File: src/hw/ssit_regs.vh
// timing and field constants for the serial position transmitter
`ifndef SSIT_REGS_VH
`define SSIT_REGS_VH
`define SSIT_CLK_MHZ 100
`define SSIT_GAP_NS 21000
`define SSIT_GAP_CYC ((`SSIT_GAP_NS * `SSIT_CLK_MHZ) / 1000)
`define SSIT_POS_BITS 25
`define SSIT_REP_SHORT 13
`define SSIT_REP_LONG 26
`define SSIT_PAR_NONE 2'h0
`define SSIT_PAR_EVEN 2'h1
`define SSIT_PAR_ODD 2'h2
`define SSIT_PAR_SUM 2'h3
`define SSIT_SUM_BITS 4
`endif

File: src/hw/ssit_transmitter.v
// serial position transmitter: burst capture, msb-first shift, gap monoflop
// Function
// - first falling clock edge of each burst captures the position
// - later rising edges shift out bits, most significant first
// - once all bits are sent, further pulses of the burst give zeros, except from an enabled repeat point on
// - data line stays high while no burst is in progress
// - retriggerable gap timer restarts each clock edge; expiry rearms capture
// - position is sent in plain binary, no Gray coding needed
// - optional repeat of the data after 13 or 26 pulses
// - optional parity bits or checksum appended to the word
`timescale 1ns/10ps
`default_nettype none
`include "ssit_regs.vh"
module ssit_transmitter #(
    parameter POS_BITS = `SSIT_POS_BITS, // position width
    parameter GAP_CYC = `SSIT_GAP_CYC // monoflop period in core cycles
) (
    input wire core_clk, // system clock, 100 MHz
    input wire rst, // synchronous reset, active high
    input wire ser_clk, // serial clock from receiver, idle high
    input wire [POS_BITS-1:0] position, // binary position value
    input wire [1:0] rep_mode, // 0 none, 1 repeat after 13, 2 after 26
    input wire [1:0] check_mode, // none, even parity, odd parity, checksum
    output reg ser_data, // serial data out
    output reg busy // burst in progress
);
    localparam TW = POS_BITS + `SSIT_SUM_BITS;
    localparam [15:0] REP13 = `SSIT_REP_SHORT;
    localparam [15:0] REP26 = `SSIT_REP_LONG;
    localparam [15:0] PB = POS_BITS;
    localparam [15:0] SB = `SSIT_SUM_BITS;
    localparam [31:0] GAP_CNT = (GAP_CYC < 1) ? 32'h1 : GAP_CYC;

    wire clk_s;
    reg clk_prev_q;
    reg [31:0] gap_q;
    reg [TW-1:0] word_q;
    reg [15:0] len_q;
    reg [15:0] pulse_q;
    reg [15:0] rep_at_q;
    reg rep_en_q;
    reg [POS_BITS-1:0] pos_cap_q;

    ssit_sync u_sync (
        .core_clk(core_clk),
        .rst(rst),
        .async_in(ser_clk),
        .sync_out(clk_s)
    );

    wire fall = clk_prev_q & ~clk_s;
    wire rise = ~clk_prev_q & clk_s;

    // checksum: sum of nibbles of position
    reg [`SSIT_SUM_BITS-1:0] csum;
    integer i;
    always @* begin
        csum = {`SSIT_SUM_BITS{1'b0}};
        for (i = 0; i < POS_BITS; i = i + 1) begin
            csum = csum + ({{(`SSIT_SUM_BITS-1){1'b0}}, position[i]} << (i % `SSIT_SUM_BITS));
        end
    end

    reg [TW-1:0] new_word;
    reg [15:0] new_len;
    always @* begin
        new_word = {position, {`SSIT_SUM_BITS{1'b0}}};
        new_len = PB;
        case (check_mode)
            `SSIT_PAR_EVEN: begin
                new_word[TW-POS_BITS-1] = ^position;
                new_len = PB + 16'h1;
            end
            `SSIT_PAR_ODD: begin
                new_word[TW-POS_BITS-1] = ~(^position);
                new_len = PB + 16'h1;
            end
            `SSIT_PAR_SUM: begin
                new_word[`SSIT_SUM_BITS-1:0] = csum;
                new_len = PB + SB;
            end
            default: begin
                new_len = PB;
            end
        endcase
    end

    always @(posedge core_clk) begin
        if (rst) begin
            clk_prev_q <= 1'b1;
            gap_q <= 32'h0;
            busy <= 1'b0;
            ser_data <= 1'b1;
            word_q <= {TW{1'b0}};
            len_q <= 16'h0;
            pulse_q <= 16'h0;
            rep_at_q <= 16'h0;
            rep_en_q <= 1'b0;
            pos_cap_q <= {POS_BITS{1'b0}};
        end else begin
            clk_prev_q <= clk_s;
            if (fall | rise) begin
                gap_q <= GAP_CNT;
            end else if (gap_q != 32'h0) begin
                gap_q <= gap_q - 32'h1;
            end
            if (busy && !(fall | rise) && gap_q == 32'h1) begin
                busy <= 1'b0;
                ser_data <= 1'b1;
            end
            if (fall && !busy) begin
                busy <= 1'b1;
                word_q <= new_word;
                pos_cap_q <= position;
                len_q <= new_len;
                pulse_q <= 16'h0;
                rep_en_q <= (rep_mode == 2'h1) || (rep_mode == 2'h2);
                rep_at_q <= (rep_mode == 2'h2) ? REP26 : REP13;
            end else if (rise && busy) begin
                pulse_q <= pulse_q + 16'h1;
                if (rep_en_q && pulse_q == rep_at_q) begin
                    ser_data <= pos_cap_q[POS_BITS-1];
                    word_q <= {pos_cap_q[POS_BITS-2:0], {(TW-POS_BITS+1){1'b0}}};
                    len_q <= PB - 16'h1;
                end else if (len_q != 16'h0) begin
                    ser_data <= word_q[TW-1];
                    word_q <= {word_q[TW-2:0], 1'b0};
                    len_q <= len_q - 16'h1;
                end else begin
                    ser_data <= 1'b0;
                end
            end
        end
    end
endmodule // ssit_transmitter
`default_nettype wire

File: src/hw/ssit_sync.v
// two-flop synchroniser for an asynchronous level
`timescale 1ns/10ps
`default_nettype none
module ssit_sync (
    input wire core_clk, // system clock
    input wire rst, // synchronous reset, active high
    input wire async_in, // level from outside the domain
    output wire sync_out // synchronised level
);
    reg meta_q;
    reg sync_q;
    always @(posedge core_clk) begin
        if (rst) begin
            meta_q <= 1'b1;
            sync_q <= 1'b1;
        end else begin
            meta_q <= async_in;
            sync_q <= meta_q;
        end
    end
    assign sync_out = sync_q;
endmodule // ssit_sync
`default_nettype wire

File: config.mk
export PLATFORM = sky130hd
export DESIGN_NAME = ssit_transmitter
export DESIGN_NICKNAME = d
export VERILOG_FILES = /design/src/hw/ssit_transmitter.v /design/src/hw/ssit_sync.v
export VERILOG_INCLUDE_DIRS = /design/src /design/src/hw
export SDC_FILE = /design/constraint.sdc
export NUM_CORES = 1
export LEC_CHECK = 0
export ABC_CLOCK_PERIOD_IN_PS = 3100
export BUFFER_PORTS_ARGS = -buffer_cell sky130_fd_sc_hd__buf_2
export CAP_MARGIN = 30
export CORE_MARGIN = 2
export CORE_UTILIZATION = 50
export DETAILED_ROUTE_END_ITERATION = 8
export PLACE_DENSITY = 0.69
export SLEW_MARGIN = 30
export SYNTH_ARGS = -nofsm -noshare
export SYNTH_HDL_FRONTEND = slang
export SYNTH_SLANG_ARGS = --single-unit
File: constraint.sdc
create_clock -name core_clk -period 3.1 [get_ports core_clk]
set_input_delay 0.31 -clock core_clk [delete_from_list [all_inputs] [get_ports core_clk]]
set_output_delay 0.31 -clock core_clk [all_outputs]
set_load 0.01 [all_outputs]
==> results.md <==
* Sequential area share after synthesis at 38.95%
* Layout Skew at 0.007346 ns
* # IOs at 34
* # DRC at 0
* Die Ht at 118.3 um
* Syn. warnings at 0
* Total area of sequential cells at 2542 sq um
* TritonCTS Buffers at 17
* Iter 0 DRT Violations at 416
* Netlist Area Pre-Place at 6528 sq um
* Crit-path max FO at 2
* Largest net degree at the start of global routing at 60
* Grt peak-use layer: met2
* Synthesized flop and latch total at 127
* Overall routing resource usage at 22.22%
* Clock root buffer: clkbuf_16
* R2R Path Start: len_q[0]
* Routed wire length at 15.19 mm
* Layout filler cell count at 1131
* Total grt overflow at 0
* Avg Inst Size Synth at 8.109 sq um
* Fmax at 0.3383 GHz
* Crit-path slowest cell: fa_1
* Post-synth top area share at 38.95%
* First-pass DRT Iterations at 7
* Met2 usage in global routing at 36.34%
* Setup TNS at 0 ns
* Non-Filler Instances at 1021
* Slew @ Worst Pin at 0.7114 ns
* Routed WL per cell at 14.87 um
* Vias in the first global route at 5450
* Initial antenna violation count at 0
* Final period utilization at 95.35%
* CTS tree: done
* Placed insts at 989
* Clock tree buffer depth at 2
* Critical path origin: position[10]
* M1 GR Usage at 28.65%
* Pwr Total at 0.006804 W
* R2R Path End: len_q[1]
* Hold Path Class: input port to register
* Met3 usage at 5.454%
* Max H-tree Level at 4
* Maximum vdd drop at 0.8229 mV
* Port bufs at 33
* RSZ-0062 raised after global routing: yes
* First-pass GRT wire length at 25.52 mm
* Final max-slew violation count at 0
* Reg2Reg Depth at 9
* Syn_nets at 860
* Number of antenna diodes at 0
* Most frequent cell after synthesis: nand2_1
* Slew Limit Headroom at 52.21%
* Die outline area at 13990 sq um
* Share of layout cells above drive strength 1 at 14.37%
* CP Cell Sequence: buf_8, inv_4, fa_1, inv_2, fa_1, fa_1, ha_2, xnor2_2, xnor2_1, xnor2_1, nor2_1, or4bb_1, o211ai_1
* Fin Hold WS at 0.09108 ns
* Critical Path RT at 3.44 ns
* Core area at 12670 sq um
* Min cycle time layout at 2.956 ns
* Critical Path End Type: register
* Clk sinks at 127
* Postcts setup bufs at 0
* Post-synth EDFFs at 0
* # rows at 41
* Initial Utilization at 51.52%
* Cts hold-fix bufs at 0
* Crit path top cell by count: fa_1
* Leading area contributor after synthesis: dfxtp_1
* Area of the multi-input gates at 3672 sq um
* Synth cell count leaders: nand2_1, dfxtp_1, nor2_1
* Final ANT Viol Nets at 0
* RD Place Congestion at 0.8178
* Post_cts resized at 0
* Hold violation count in the final report at 0
* Area growth, synth to finish at 17.25%
* Setup crit start kind: input port
* Top_reg_cell synth: dfxtp_1
* Total number of vias at 5727
* PwrDens at 889.0 nW/um^2
* Setup crit end: word_q[3]
* Clock slew at reported path FFs at 0.06 ns
* Setup CP Type: input port to register
* R2r setup slk at 0.29 ns
* Clock latency on the worst-skew pair at 0.42 ns
* Distinct cells, synth at 56
* Asr flop ratio synth at 0%
* Max cap viols at 0
* Worst EP arrival at 3.30 ns
* Via/cell ratio at 5.609
* Final setup fails at 0
* Post-DP HPWL at 10.01 mm
* CP peak stage delay at 0.56 ns
* Ranking of synthesized cells by area: dfxtp_1, nand2_1, a21oi_1
* NumNets Final at 891
* Core Util, Final at 60.40%
* Status: finished clean
* Leakage at 2.869 nW
* Die X at 118.3 um
* Cells after synthesis at 805
==> metrics by stage <==
step | setup WS [ns] | instance area [sq um]
floorplan | -0.06255 | 6548
global placement | -0.3285 | 6928
detailed placement | -0.3664 | 6928
CTS | 0.06724 | 7630
global route | -0.02195 | 7654
finish | 0.1441 | 7654
==> report_power, final <==
group / switching, W / internal [W] / leakage [nW] / total [W]
sequential: 0.000202 / 0.00185 / 1.03 / 0.00205
clock: 0.000756 / 0.00161 / 0.340 / 0.00237
combinational: 0.00150 / 0.000885 / 1.50 / 0.00238
total: 0.00246 / 0.00435 / 2.87 / 0.00680
==> registers in the layout, summed over array words and instances, names as in the netlist <==
register / cells
u_sync.meta_q: 1
busy: 1
pulse_q: 16
pos_cap_q: 25
gap_q: 32
clk_prev_q: 1
word_q: 29
u_sync.sync_out: 1
len_q: 16
ser_data: 1
rep_en_q: 1
rep_at_q: 3
==> placed cells by master (no fill, tap or decap), types with 3 or more instances in the layout <==
master	instances
and3_1	8
o31ai_1	6
o21ai_0	11
clkbuf_16	17
a21oi_1	77
bufinv_16	7
xor2_1	37
inv_1	24
nor4_1	9
nand4_1	15
or4_1	6
nor3b_1	3
or3_2	3
inv_2	4
nand3_1	18
or3_1	15
nand2_1	149
nand4b_1	4
o21ai_1	3
o211ai_1	6
nor2b_1	3
ha_1	11
buf_2	30
xnor2_1	26
a211oi_1	6
a31oi_1	4
fa_1	10
nor3_1	12
and2_1	3
a311o_1	25
buf_4	26
clkinv_4	4
or2_2	5
dfxtp_1	127
nor2_1	88
==> routing by layer <==
layer	part of all wire [%]	routed length, um
met1	45	6844
met4	1.5	233
met5	0	0
met2	49	7394
met3	4.7	712
==> cell families after synthesis <==
family	after synthesis	synth area share, %
buf+inv	78	5.137
xor+xnor	66	9.277
fa+ha+maj	23	5.674
mux	1	0.1534
simple gates	360	25.90
flops	127	38.95
compound gates	150	14.91
==> worst max-delay path, delay by kind of cell <==
kind                     cells  cell delay (ns)
AND/OR/NAND/NOR              2             0.54
adder cells (fa/ha/maj)      4             1.74
buffers and inverters        3             0.16
AO/OA/AOI/OAI                1             0.09
XOR/XNOR                     3             0.45
==> area by class of cell <==
class	count	share of cell area [%]
clock buffer	18	5.738
sequential	127	33.22
timing repair buffer	60	5.215
tap	172	2.812
clock inverter	14	3.433
multi-input combinational	600	47.98
inverter	30	1.602
==> how the worst min path moves through the flow <==
stage	startpoint	endpoint	slack (ns)	depth (start not counted)
6_report	ser_clk	u_sync.meta_q	0.09	2
5_1_grt	ser_clk	u_sync.meta_q	0.09	2
4_1_cts	ser_clk	u_sync.meta_q	0.08	2
3_5_place_dp	u_sync.meta_q	u_sync.sync_out	0.39	1
3_3_place_gp	u_sync.meta_q	u_sync.sync_out	0.40	1
2_1_floorplan	u_sync.meta_q	u_sync.sync_out	0.39	1
No activity file was read; power rests on OpenSTA's default activity.
